[src/rtl/nand_status_host_regs.vh]
// Constants for the NAND status and ready host controller.
// Included by every design file; definitions only.
`ifndef NAND_STATUS_HOST_REGS_VH
`define NAND_STATUS_HOST_REGS_VH

// Clock and cycle conversion
`define CLK_NS 8
`define CYC_UP(ns) (((ns) + `CLK_NS - 1) / `CLK_NS)
`define CYC_DN(ns) ((ns) / `CLK_NS)

// Pin timing in ns
`define T_WP_NS 12
`define T_WH_NS 10
`define T_REA_NS 20
`define T_REH_NS 10
`define T_WB_NS 100
`define T_RECOV_NS 10000
`define WR_LOW_CYC `CYC_UP(`T_WP_NS)
`define WR_HIGH_CYC `CYC_UP(`T_WH_NS)
`define RD_LOW_CYC `CYC_UP(`T_REA_NS)
`define RD_HIGH_CYC `CYC_UP(`T_REH_NS)
`define WB_CYC `CYC_DN(`T_WB_NS)
`define RECOV_CYC `CYC_UP(`T_RECOV_NS)

// Flash command codes
`define CMD_READ 8'h00
`define CMD_PROG_SETUP 8'h80
`define CMD_PROG_CONF 8'h10
`define CMD_CACHE_CONF 8'h15
`define CMD_ERASE_SETUP 8'h60
`define CMD_ERASE_CONF 8'hd0
`define CMD_STATUS 8'h70
`define CMD_RESET 8'hff

// Pin cycle kinds
`define CYC_CMD 2'h0
`define CYC_ADDR 2'h1
`define CYC_WR 2'h2
`define CYC_RD 2'h3

// Software operations
`define OP_STATUS 3'h0
`define OP_RESET 3'h1
`define OP_PROG 3'h2
`define OP_ERASE 3'h3
`define OP_CACHE 3'h4
`define OP_DATARD 3'h5

// Register offsets
`define REG_CTRL 3'h0
`define REG_ROW 3'h1
`define REG_COL 3'h2
`define REG_DATA 3'h3
`define REG_FLASH_ST 3'h4
`define REG_EVT 3'h5
`define REG_MASK 3'h6

// Control fields
`define CTRL_START 0
`define CTRL_OP_LO 1
`define CTRL_OP_HI 3
`define CTRL_WP_REL 4

// Flash status byte bits
`define ST_FAIL 0
`define ST_FAIL_PREV 1
`define ST_ARRAY_IDLE 5
`define ST_READY 6
`define ST_WP_N 7
`define ST_USED_MASK 8'he3

// Event bits
`define EV_DONE 0
`define EV_FAIL 1
`define EV_PREV_FAIL 2
`define EV_PROT 3
`define EV_W 4

`endif

[src/rtl/evt_irq.v]
// Sticky event bits, write-one-to-clear, with mask and level interrupt.
// Assumes the event inputs are one-cycle pulses.
`timescale 1ns/1ps
`default_nettype none
`include "nand_status_host_regs.vh"

module evt_irq (
    input wire core_clk,
    input wire nrst,
    input wire [`EV_W-1:0] evSet,
    input wire clrWrite,
    input wire maskWrite,
    input wire [`EV_W-1:0] wdata,
    output reg [`EV_W-1:0] evStat,
    output reg [`EV_W-1:0] evMask,
    output reg irq
);

always @(posedge core_clk) begin
    if (!nrst) begin
        evStat <= {`EV_W{1'b0}};
        evMask <= {`EV_W{1'b0}};
        irq <= 1'b0;
    end else begin
        // Set wins over a clear in the same cycle
        evStat <= (evStat & ~(clrWrite ? wdata : {`EV_W{1'b0}})) | evSet;
        if (maskWrite) begin
            evMask <= wdata;
        end
        irq <= |(evStat & evMask);
    end
end

endmodule // evt_irq
`default_nettype wire

[src/rtl/nand_pin_cycle.v]
// One flash bus cycle: command, address, data write or data read.
// Assumes chip enable is held low by the caller around the cycle.
`timescale 1ns/1ps
`default_nettype none
`include "nand_status_host_regs.vh"

module nand_pin_cycle (
    input wire core_clk,
    input wire nrst,
    input wire start,
    input wire [1:0] kind,
    input wire [7:0] wrByte,
    output reg done,
    output reg [7:0] rdByte,
    output reg cmdLatch,
    output reg addrLatch,
    output reg writeStrobeN,
    output reg readStrobeN,
    output reg [7:0] ioOut,
    output reg ioOe,
    input wire [7:0] ioIn
);

localparam S_IDLE = 2'h0;
localparam S_LOW = 2'h1;
localparam S_HIGH = 2'h2;

reg [1:0] state_r;
reg [2:0] cnt_r;
reg isRead_r;

always @(posedge core_clk) begin
    if (!nrst) begin
        state_r <= S_IDLE;
        cnt_r <= 3'h0;
        isRead_r <= 1'b0;
        done <= 1'b0;
        rdByte <= 8'h00;
        cmdLatch <= 1'b0;
        addrLatch <= 1'b0;
        writeStrobeN <= 1'b1;
        readStrobeN <= 1'b1;
        ioOut <= 8'h00;
        ioOe <= 1'b0;
    end else begin
        done <= 1'b0;
        case (state_r)
            S_IDLE: begin
                if (start) begin
                    cmdLatch <= (kind == `CYC_CMD);
                    addrLatch <= (kind == `CYC_ADDR);
                    isRead_r <= (kind == `CYC_RD);
                    if (kind == `CYC_RD) begin
                        readStrobeN <= 1'b0;
                        ioOe <= 1'b0;
                        cnt_r <= 3'(`RD_LOW_CYC - 1);
                    end else begin
                        writeStrobeN <= 1'b0;
                        ioOut <= wrByte;
                        ioOe <= 1'b1;
                        cnt_r <= 3'(`WR_LOW_CYC - 1);
                    end
                    state_r <= S_LOW;
                end
            end
            S_LOW: begin
                if (cnt_r == 3'h0) begin
                    // Sample after access time, then release strobe
                    if (isRead_r) begin
                        rdByte <= ioIn;
                    end
                    readStrobeN <= 1'b1;
                    writeStrobeN <= 1'b1;
                    cnt_r <= isRead_r ? 3'(`RD_HIGH_CYC - 1) : 3'(`WR_HIGH_CYC - 1);
                    state_r <= S_HIGH;
                end else begin
                    cnt_r <= cnt_r - 3'h1;
                end
            end
            S_HIGH: begin
                if (cnt_r == 3'h0) begin
                    cmdLatch <= 1'b0;
                    addrLatch <= 1'b0;
                    ioOe <= 1'b0;
                    done <= 1'b1;
                    state_r <= S_IDLE;
                end else begin
                    cnt_r <= cnt_r - 3'h1;
                end
            end
            default: begin
                state_r <= S_IDLE;
            end
        endcase
    end
end

endmodule // nand_pin_cycle
`default_nettype wire

[src/rtl/nand_status_host.v]
// Host controller that drives a parallel NAND flash through its pins,
// runs program, erase, reset and status sequences and reports results.
// Assumes pin inputs synchronous to core_clk; busy line pulled up outside.
//
// Overview of operation
// [RULE1] After 70h, read cycles return status
// [RULE2] Status polled without reissuing the command
// [RULE3] Status mode persists until another command
// [RULE4] Issue 00h before data reads after status
// [RULE5] Bit 0 gives current program/erase result
// [RULE6] Cache bit 0 valid only when bit5 set
// [RULE7] Bit 1 valid after second cache confirm
// [RULE8] Bit 5 set means no array operation
// [RULE9] Bit 6 ready means next command accepted
// [RULE10] Bit 7 low means block protected
// [RULE11] Busy line low while operation runs
// [RULE12] Busy line open-drain, wired-OR, pulled up
// [RULE13] Below lockout supply everything is disabled
// [RULE14] Wait recovery time after power-up
// [RULE15] Hold write protect low during power transitions
// [RULE16] Program and erase need setup plus confirm
// [RULE17] Host ignores status bits 2 to 4
`timescale 1ns/1ps
`default_nettype none
`include "nand_status_host_regs.vh"

module nand_status_host (
    input wire core_clk,
    input wire nrst,
    input wire [2:0] regAddr,
    input wire [31:0] regWdata,
    input wire regWrite,
    input wire regRead,
    output reg [31:0] regRdata,
    output wire irq,
    output reg chipEnN,
    output wire cmdLatch,
    output wire addrLatch,
    output wire writeStrobeN,
    output wire readStrobeN,
    output reg wpN,
    output wire [7:0] ioOut,
    output wire ioOe,
    input wire [7:0] ioIn,
    input wire busyLine,
    input wire supplyOk
);

////////////////////////////////////////////////////////////////////////////////
// States

localparam ST_PWR = 4'h0;
localparam ST_IDLE = 4'h1;
localparam ST_CMD1 = 4'h2;
localparam ST_ADDR = 4'h3;
localparam ST_DATA = 4'h4;
localparam ST_CMD2 = 4'h5;
localparam ST_TWB = 4'h6;
localparam ST_RB = 4'h7;
localparam ST_SCMD = 4'h8;
localparam ST_SREAD = 4'h9;
localparam ST_RDCMD = 4'ha;
localparam ST_RDDATA = 4'hb;
localparam ST_DONE = 4'hc;

reg [3:0] state_r;
reg [3:0] state_nxt;
reg issued_r;
reg [2:0] op_r;
reg [2:0] addrIdx_r;
reg [15:0] col_r;
reg [23:0] row_r;
reg [7:0] data_r;
reg [7:0] flashSt_r;
reg statusMode_r;
reg cacheSeen_r;
reg prevValid_r;
reg wpRel_r;
reg pwrReady_r;
reg [10:0] pwrCnt_r;
reg [3:0] twbCnt_r;
reg [`EV_W-1:0] evSet;

wire cycDone;
wire [7:0] cycRd;
wire [`EV_W-1:0] evStat;
wire [`EV_W-1:0] evMask;

reg cycStart;
reg [1:0] cycKind;
reg [7:0] cycByte;

////////////////////////////////////////////////////////////////////////////////
// Helpers

function [7:0] addrByte;
    input [2:0] idx;
    input [15:0] col;
    input [23:0] row;
    begin
        case (idx)
            3'h0: addrByte = col[7:0];
            3'h1: addrByte = col[15:8];
            3'h2: addrByte = row[7:0];
            3'h3: addrByte = row[15:8];
            default: addrByte = row[23:16];
        endcase
    end
endfunction

function [7:0] setupCode;
    input [2:0] op;
    begin
        case (op)
            `OP_RESET: setupCode = `CMD_RESET;
            `OP_ERASE: setupCode = `CMD_ERASE_SETUP;
            default: setupCode = `CMD_PROG_SETUP;
        endcase
    end
endfunction

wire isProgOp = (op_r == `OP_PROG) || (op_r == `OP_CACHE);
wire isArrayOp = isProgOp || (op_r == `OP_ERASE);
wire [2:0] addrLast = (op_r == `OP_ERASE) ? 3'h4 : 3'h4;
wire regWr = regWrite;

////////////////////////////////////////////////////////////////////////////////
// Pin cycle generator

nand_pin_cycle u_cycle (
    .core_clk(core_clk),
    .nrst(nrst),
    .start(cycStart),
    .kind(cycKind),
    .wrByte(cycByte),
    .done(cycDone),
    .rdByte(cycRd),
    .cmdLatch(cmdLatch),
    .addrLatch(addrLatch),
    .writeStrobeN(writeStrobeN),
    .readStrobeN(readStrobeN),
    .ioOut(ioOut),
    .ioOe(ioOe),
    .ioIn(ioIn)
);

always @* begin
    cycKind = `CYC_CMD;
    cycByte = 8'h00;
    case (state_r)
        ST_CMD1: cycByte = setupCode(op_r);
        ST_ADDR: begin
            cycKind = `CYC_ADDR;
            cycByte = addrByte(addrIdx_r, col_r, row_r);
        end
        ST_DATA: begin
            cycKind = `CYC_WR;
            cycByte = data_r;
        end
        ST_CMD2: begin
            if (op_r == `OP_ERASE) begin
                cycByte = `CMD_ERASE_CONF;
            end else if (op_r == `OP_CACHE) begin
                cycByte = `CMD_CACHE_CONF;
            end else begin
                cycByte = `CMD_PROG_CONF;
            end
        end
        ST_SCMD: cycByte = `CMD_STATUS;
        ST_RDCMD: cycByte = `CMD_READ;
        ST_SREAD: cycKind = `CYC_RD;
        ST_RDDATA: cycKind = `CYC_RD;
        default: cycKind = `CYC_CMD;
    endcase
    cycStart = !issued_r && (state_r == ST_CMD1 || state_r == ST_ADDR || state_r == ST_DATA ||
        state_r == ST_CMD2 || state_r == ST_SCMD || state_r == ST_SREAD ||
        state_r == ST_RDCMD || state_r == ST_RDDATA);
end

////////////////////////////////////////////////////////////////////////////////
// Sequencer

wire startReq = regWr && (regAddr == `REG_CTRL) && regWdata[`CTRL_START];

always @* begin
    state_nxt = state_r;
    case (state_r)
        ST_PWR: if (pwrReady_r) state_nxt = ST_IDLE;
        ST_IDLE: begin
            if (startReq) begin
                case (regWdata[`CTRL_OP_HI:`CTRL_OP_LO])
                    // Status mode kept: just read again
                    `OP_STATUS: state_nxt = statusMode_r ? ST_SREAD : ST_SCMD; // RULE3
                    `OP_DATARD: state_nxt = statusMode_r ? ST_RDCMD : ST_RDDATA; // RULE4
                    `OP_RESET, `OP_PROG, `OP_ERASE, `OP_CACHE: state_nxt = ST_CMD1;
                    default: state_nxt = ST_IDLE;
                endcase
            end
        end
        ST_CMD1: if (cycDone) state_nxt = (op_r == `OP_RESET) ? ST_TWB : ST_ADDR;
        ST_ADDR: if (cycDone && addrIdx_r == addrLast) state_nxt = isProgOp ? ST_DATA : ST_CMD2;
        ST_DATA: if (cycDone) state_nxt = ST_CMD2;
        ST_CMD2: if (cycDone) state_nxt = ST_TWB; // RULE16
        ST_TWB: if (twbCnt_r == 4'h0) state_nxt = ST_RB;
        ST_RB: if (busyLine) state_nxt = ST_SCMD; // RULE11 RULE12
        ST_SCMD: if (cycDone) state_nxt = ST_SREAD; // RULE1
        ST_SREAD: begin
            if (cycDone) begin
                // Cache: keep reading until a new command is accepted
                if (op_r == `OP_CACHE && !cycRd[`ST_READY]) begin // RULE9
                    state_nxt = ST_SREAD; // RULE2
                end else begin
                    state_nxt = ST_DONE;
                end
            end
        end
        ST_RDCMD: if (cycDone) state_nxt = ST_RDDATA;
        ST_RDDATA: if (cycDone) state_nxt = ST_DONE;
        ST_DONE: state_nxt = ST_IDLE;
        default: state_nxt = ST_IDLE;
    endcase
end

always @* begin
    evSet = {`EV_W{1'b0}};
    if (state_r == ST_DONE && op_r != `OP_DATARD) begin
        evSet[`EV_DONE] = 1'b1;
        if (isArrayOp) begin
            // Cache result only trusted once the array is idle
            evSet[`EV_FAIL] = flashSt_r[`ST_FAIL] &&
                (op_r != `OP_CACHE || flashSt_r[`ST_ARRAY_IDLE]); // RULE5 RULE6 RULE8
            evSet[`EV_PREV_FAIL] = prevValid_r && flashSt_r[`ST_FAIL_PREV]; // RULE7
            evSet[`EV_PROT] = !flashSt_r[`ST_WP_N]; // RULE10
        end
    end
end

always @(posedge core_clk) begin
    if (!nrst) begin
        state_r <= ST_PWR;
        issued_r <= 1'b0;
        op_r <= `OP_STATUS;
        addrIdx_r <= 3'h0;
        col_r <= 16'h0000;
        row_r <= 24'h000000;
        data_r <= 8'h00;
        flashSt_r <= 8'h00;
        statusMode_r <= 1'b0;
        cacheSeen_r <= 1'b0;
        prevValid_r <= 1'b0;
        wpRel_r <= 1'b0;
        twbCnt_r <= 4'h0;
        chipEnN <= 1'b1;
    end else if (!supplyOk) begin
        state_r <= ST_PWR; // RULE13
        issued_r <= 1'b0;
        statusMode_r <= 1'b0;
        cacheSeen_r <= 1'b0;
        chipEnN <= 1'b1;
    end else begin
        state_r <= state_nxt;
        if (cycStart) begin
            issued_r <= 1'b1;
        end else if (cycDone) begin
            issued_r <= 1'b0;
        end
        chipEnN <= (state_nxt == ST_IDLE) || (state_nxt == ST_PWR);
        if (regWr && regAddr == `REG_ROW) row_r <= regWdata[23:0];
        if (regWr && regAddr == `REG_COL) col_r <= regWdata[15:0];
        if (regWr && regAddr == `REG_DATA && state_r == ST_IDLE) data_r <= regWdata[7:0];
        if (regWr && regAddr == `REG_CTRL) wpRel_r <= regWdata[`CTRL_WP_REL];
        if (state_r == ST_IDLE && startReq) begin
            op_r <= regWdata[`CTRL_OP_HI:`CTRL_OP_LO];
            addrIdx_r <= (regWdata[`CTRL_OP_HI:`CTRL_OP_LO] == `OP_ERASE) ? 3'h2 : 3'h0;
        end
        if (state_r == ST_ADDR && cycDone) addrIdx_r <= addrIdx_r + 3'h1;
        // Any command other than status ends status mode
        if (state_r == ST_CMD1 || state_r == ST_RDCMD) statusMode_r <= 1'b0; // RULE3
        if (state_r == ST_SCMD && cycDone) statusMode_r <= 1'b1;
        if (state_r == ST_CMD2 && cycDone) begin
            prevValid_r <= isProgOp && cacheSeen_r;
            cacheSeen_r <= (op_r == `OP_CACHE);
        end
        if (state_r == ST_CMD1 && op_r == `OP_RESET) cacheSeen_r <= 1'b0;
        twbCnt_r <= (state_r == ST_TWB) ? twbCnt_r - 4'h1 : 4'(`WB_CYC - 1);
        if (state_r == ST_SREAD && cycDone) flashSt_r <= cycRd & `ST_USED_MASK; // RULE17
        if (state_r == ST_RDDATA && cycDone) data_r <= cycRd;
    end
end

////////////////////////////////////////////////////////////////////////////////
// Power-up recovery and write protect

always @(posedge core_clk) begin
    if (!nrst) begin
        pwrCnt_r <= 11'h000;
        pwrReady_r <= 1'b0;
        wpN <= 1'b0;
    end else begin
        if (!supplyOk) begin
            pwrCnt_r <= 11'h000;
            pwrReady_r <= 1'b0;
        end else if (!pwrReady_r) begin
            if (pwrCnt_r == 11'(`RECOV_CYC - 1)) begin
                pwrReady_r <= 1'b1; // RULE14
            end else begin
                pwrCnt_r <= pwrCnt_r + 11'h001;
            end
        end
        wpN <= supplyOk && pwrReady_r && wpRel_r; // RULE15
    end
end

////////////////////////////////////////////////////////////////////////////////
// Events and register reads

evt_irq u_evt (
    .core_clk(core_clk),
    .nrst(nrst),
    .evSet(evSet),
    .clrWrite(regWr && regAddr == `REG_EVT),
    .maskWrite(regWr && regAddr == `REG_MASK),
    .wdata(regWdata[`EV_W-1:0]),
    .evStat(evStat),
    .evMask(evMask),
    .irq(irq)
);

always @(posedge core_clk) begin
    if (!nrst) begin
        regRdata <= 32'h00000000;
    end else if (regRead) begin
        case (regAddr)
            `REG_CTRL: regRdata <= {27'h0, wpRel_r, busyLine, statusMode_r, pwrReady_r,
                state_r != ST_IDLE};
            `REG_ROW: regRdata <= {8'h00, row_r};
            `REG_COL: regRdata <= {16'h0000, col_r};
            `REG_DATA: regRdata <= {24'h000000, data_r};
            `REG_FLASH_ST: regRdata <= {24'h000000, flashSt_r};
            `REG_EVT: regRdata <= {28'h0000000, evStat};
            `REG_MASK: regRdata <= {28'h0000000, evMask};
            default: regRdata <= 32'h00000000;
        endcase
    end else begin
        regRdata <= 32'h00000000;
    end
end

endmodule // nand_status_host
`default_nettype wire

[config.mk]
export PLATFORM = sky130hd
export DESIGN_NAME = nand_status_host
export DESIGN_NICKNAME = d
export VERILOG_FILES = /design/src/rtl/evt_irq.v /design/src/rtl/nand_pin_cycle.v /design/src/rtl/nand_status_host.v
export VERILOG_INCLUDE_DIRS = /design/src /design/src/rtl
export SDC_FILE = /design/constraint.sdc
export NUM_CORES = 1
export LEC_CHECK = 0
export BUFFER_PORTS_ARGS = -buffer_cell sky130_fd_sc_hd__buf_2
export CAP_MARGIN = 20
export CORE_MARGIN = 2
export CORE_UTILIZATION = 52
export CTS_CLUSTER_SIZE = 12
export DETAILED_ROUTE_END_ITERATION = 10
export HOLD_SLACK_MARGIN = 0.05
export PLACE_DENSITY = 0.76
export SYNTH_ARGS = -nofsm -noshare
export SYNTH_HDL_FRONTEND = slang
export SYNTH_SLANG_ARGS = --single-unit
export TNS_END_PERCENT = 1
[constraint.sdc]
create_clock -name core_clk -period 2 [get_ports core_clk]
set_clock_uncertainty 0.2 [all_clocks]
set_input_delay 0.1 -clock core_clk [delete_from_list [all_inputs] [get_ports core_clk]]
set_output_delay 0.1 -clock core_clk [all_outputs]
set_load 0.05 [all_outputs]
==> results.tsv <==
stage	metric	value	unit
grt	vias in the first global route	6000	
die	Die H	120	um
routing	drt first pass iters	7	
routing	Initial DRC Count	787	
place	Placed Area	0.00805	mm2
timing	f_max	504	MHz
synth	Mapped Cells	841	
synth	Yosys warning total	0	
die	# IOs	97	
timing	fin crit share	0.992	
worst_setup_path	Largest stage delay, worst path	0.42	ns
worst_setup_path	WS Path Type	reg -> reg	
routing	drt total wl	19.7	mm
grt	grt total ovfl	0	
worst_setup_path	critical path, cell by cell	or3_1 -> or4_1 -> a21boi_2 -> buf_12 -> nand2_1 -> o211a_1	
synth	Syn Std Cell Area	0.00703	mm2
place	HPWL after detailed placement	13.7	mm
worst_setup_path	R2R Path Start	state_r[3]	
die	core area	0.0132	mm2
timing	Fin Hold WS	0.0968	ns
final_layout	ANT cells	0	
routing	drt wl/cell	16.6	um
routing	Via density	5.64	
final_layout	layout cells sized above 1	0.211	
final_layout	Design Area, Final	0.00907	mm2
clocking	Bufs on Longest Clock Path	2	
power_and_ir_drop	Max rail drop VDD	0.686	mV
clocking	Clock Latency Late Sink	0.43	ns
place	IO buf count	80	
final_layout	area of the multi-input gates	0.00380	mm2
place	routability cong.	0.959	
die	Starting Density	0.531	
worst_setup_path	CP startpoint	state_r[3]	
worst_setup_path	critical path data arrival time	2.10	ns
grt	aggregate global-route resource usage	0.272	
grt	largest net degree at the start of global routing	61	
synth	ys flop type	dfxtp_1	
clocking	TritonCTS buffer count	17	
worst_setup_path	Startpoint Class	flop	
clocking	Clock transition at path regs	0.06	ns
power_and_ir_drop	P per Cell Area	695	mW/mm2
timing	Pins Over Slew Limit	0	
power_and_ir_drop	leakage	3.63	nW
min_path	hold_sp	supplyOk	
routing	Vias	6701	
clocking	CTS tree	yes	
worst_setup_path	Worst Path Required	2.12	ns
final_layout	Fill cells	1088	
grt	first-pass GRT wire length	30.7	mm
die	FP Rows	42	
worst_setup_path	Crit. End Element	flop	
worst_setup_path	CP delay by family, top	simple AND/OR/NAND/NOR gates	
final_layout	fin nets	1064	
worst_setup_path	Worst Path Buf+Inv	1	
worst_setup_path	Slowest cell on crit path	or4_1	
clocking	number of H-tree levels	4	
grt	initial antenna violation count	0	
run_status	result of the run	finished clean	
synth	Post-synth EDFFs	0	
synth	Synth Register Bits	147	
worst_setup_path	Max Fanout on Critical Path	16	
min_path	Hold Path Class	in -> reg	
clocking	root buffer cell	clkbuf_16	
timing	Final Hold Fails	0	
clocking	clk sinks	147	
timing	final setup vio count	0	
synth	asr flop ratio synth	0	
synth	Seq/Total Area, Yosys	0.419	
synth	syn_area_per_cell	8.36	um2
synth	Yosys cell types	69	
run	max-cap violations	0	
die	die area	0.0145	mm2
routing	DRT antenna net count	0	
final_layout	area delta synth->final	29.0	%
routing	Residual DRC	0	
die	die width	120	um
final_layout	register area	0.00295	mm2
timing	RSZ-0062 raised after global routing	true	
timing	fin crit period	1.98	ns
stage by stage:
step	util	setup WS, ns	setup TNS (ns)	cells	total power, mW
floorplan	-	-0.0422	-0.0623	848	3.23
detailed placement	0.608	-0.0137	-0.0234	1116	3.35
finish	0.685	0.0164	0	1188	6.31
global route	0.685	-0.0462	-0.277	1188	6.51
global placement	0.608	0.00806	0	1116	3.35
CTS	0.682	0.000219	0	1188	6.33
cell families (layout without fill, tap and decap cells):
kind of cell / after synthesis / in the layout / synth area share
AND/OR/NAND/NOR: 344 / 344 / 0.231
AO/OA/AOI/OAI: 219 / 219 / 0.225
flip-flops: 147 / 147 / 0.419
buffers and inverters: 83 / 247 / 0.0516
multiplexers: 20 / 20 / 0.0322
adder cells (fa/ha/maj): 14 / 14 / 0.0249
XOR/XNOR: 13 / 13 / 0.0162
other: 1 / 8 / 0.000533
flip-flops by register name (all words and copies together) (netlist names), 5 cells and up:
register        count
flashSt_r           5
data_r              8
regRdata           24
col_r              16
u_cycle.rdByte      8
row_r              24
pwrCnt_r           11
u_cycle.ioOut       8
path summary, 6_finish.rpt:
path                             to  slack [ns]  cells after the start
hold / removal          twbCnt_r[0]         0.1                      4
setup / recovery          data_r[4]        0.02                      6
setup reg to reg          data_r[4]        0.02                      6
hold reg to reg   u_cycle.addrLatch        0.26                      2
power by group:
| group | switching [mW] | leakage (nW) | internal (mW) |
|---|---|---|---|
| clock network | 1.19 | 0.266 | 1.76 |
| logic | 0.217 | 2.18 | 0.167 |
| registers | 0.0185 | 1.19 | 2.95 |
| total | 1.43 | 3.63 | 4.88 |
cell type report:
cell class,instances,area share
clock buffer,22,0.0512
sequential,147,0.325
clock inverter,8,0.00869
timing repair buffer,201,0.165
inverter,16,0.00662
multi-input combinational,618,0.419
tap,176,0.0243
timing repair:
action | 4_1_cts | 5_1_grt
setup endpoints to repair | 11 | 21
hold buffers | 42 | 0
pin swaps | 2 | 4
buffers inserted | 0 | 0
hold endpoints to repair | 100 | 0
resized for setup | 5 | 15
routing by layer:
| metal | vias to the layer above | part of all wire | global-route usage |
|---|---|---|---|
| li1 | 3286 | - | - |
| met1 | 3114 | 0.45 | 0.368 |
| met2 | 270 | 0.46 | 0.430 |
| met3 | 31 | 0.075 | 0.0693 |
| met4 | 0 | 0.018 | 0.0807 |
| met5 | - | 0 | 0 |
tightest hold or removal path: stages:
cell and delay, ns:
buf_2 0.11, buf_4 0.13, buf_4 0.22, a31oi_1 0.10
cells in the mapped netlist (5+ instances only):
library cell / instances / share of area
a211oi_1: 5 / 0.0053
a21boi_0: 58 / 0.062
a21oi_1: 22 / 0.016
a222oi_1: 8 / 0.011
a22oi_1: 19 / 0.020
a31oi_1: 14 / 0.012
a41oi_1: 5 / 0.0062
and2_1: 12 / 0.011
and3_1: 9 / 0.0080
buf_1: 6 / 0.0032
buf_2: 11 / 0.0078
buf_4: 10 / 0.011
clkbuf_1: 40 / 0.021
dfxtp_1: 147 / 0.42
ha_1: 14 / 0.025
inv_1: 16 / 0.0085
mux2i_1: 17 / 0.024
nand2_1: 163 / 0.087
nand2b_1: 7 / 0.0062
nand3_1: 26 / 0.019
nor2_1: 53 / 0.028
nor2b_1: 23 / 0.020
nor3_1: 17 / 0.012
nor3b_1: 5 / 0.0053
o211a_1: 12 / 0.017
o211ai_1: 19 / 0.020
o21ai_0: 27 / 0.019
or3_1: 5 / 0.0044
xnor2_1: 6 / 0.0075
xor2_1: 7 / 0.0087
placed cells by master (no fill, tap or decap), types with 9 or more instances in the layout:
cell type	n
a21boi_0	58
a21oi_1	22
a22oi_1	19
a31oi_1	13
and2_1	12
and3_1	9
buf_2	80
buf_4	72
clkbuf_16	17
dfxtp_1	143
dlygate4sd3_1	42
ha_1	12
inv_1	15
mux2i_1	17
nand2_1	163
nand3_1	26
nor2_1	53
nor2b_1	22
nor3_1	16
o211a_1	12
o211ai_1	19
o21ai_0	26
Power figures use the tool's default switching activity.
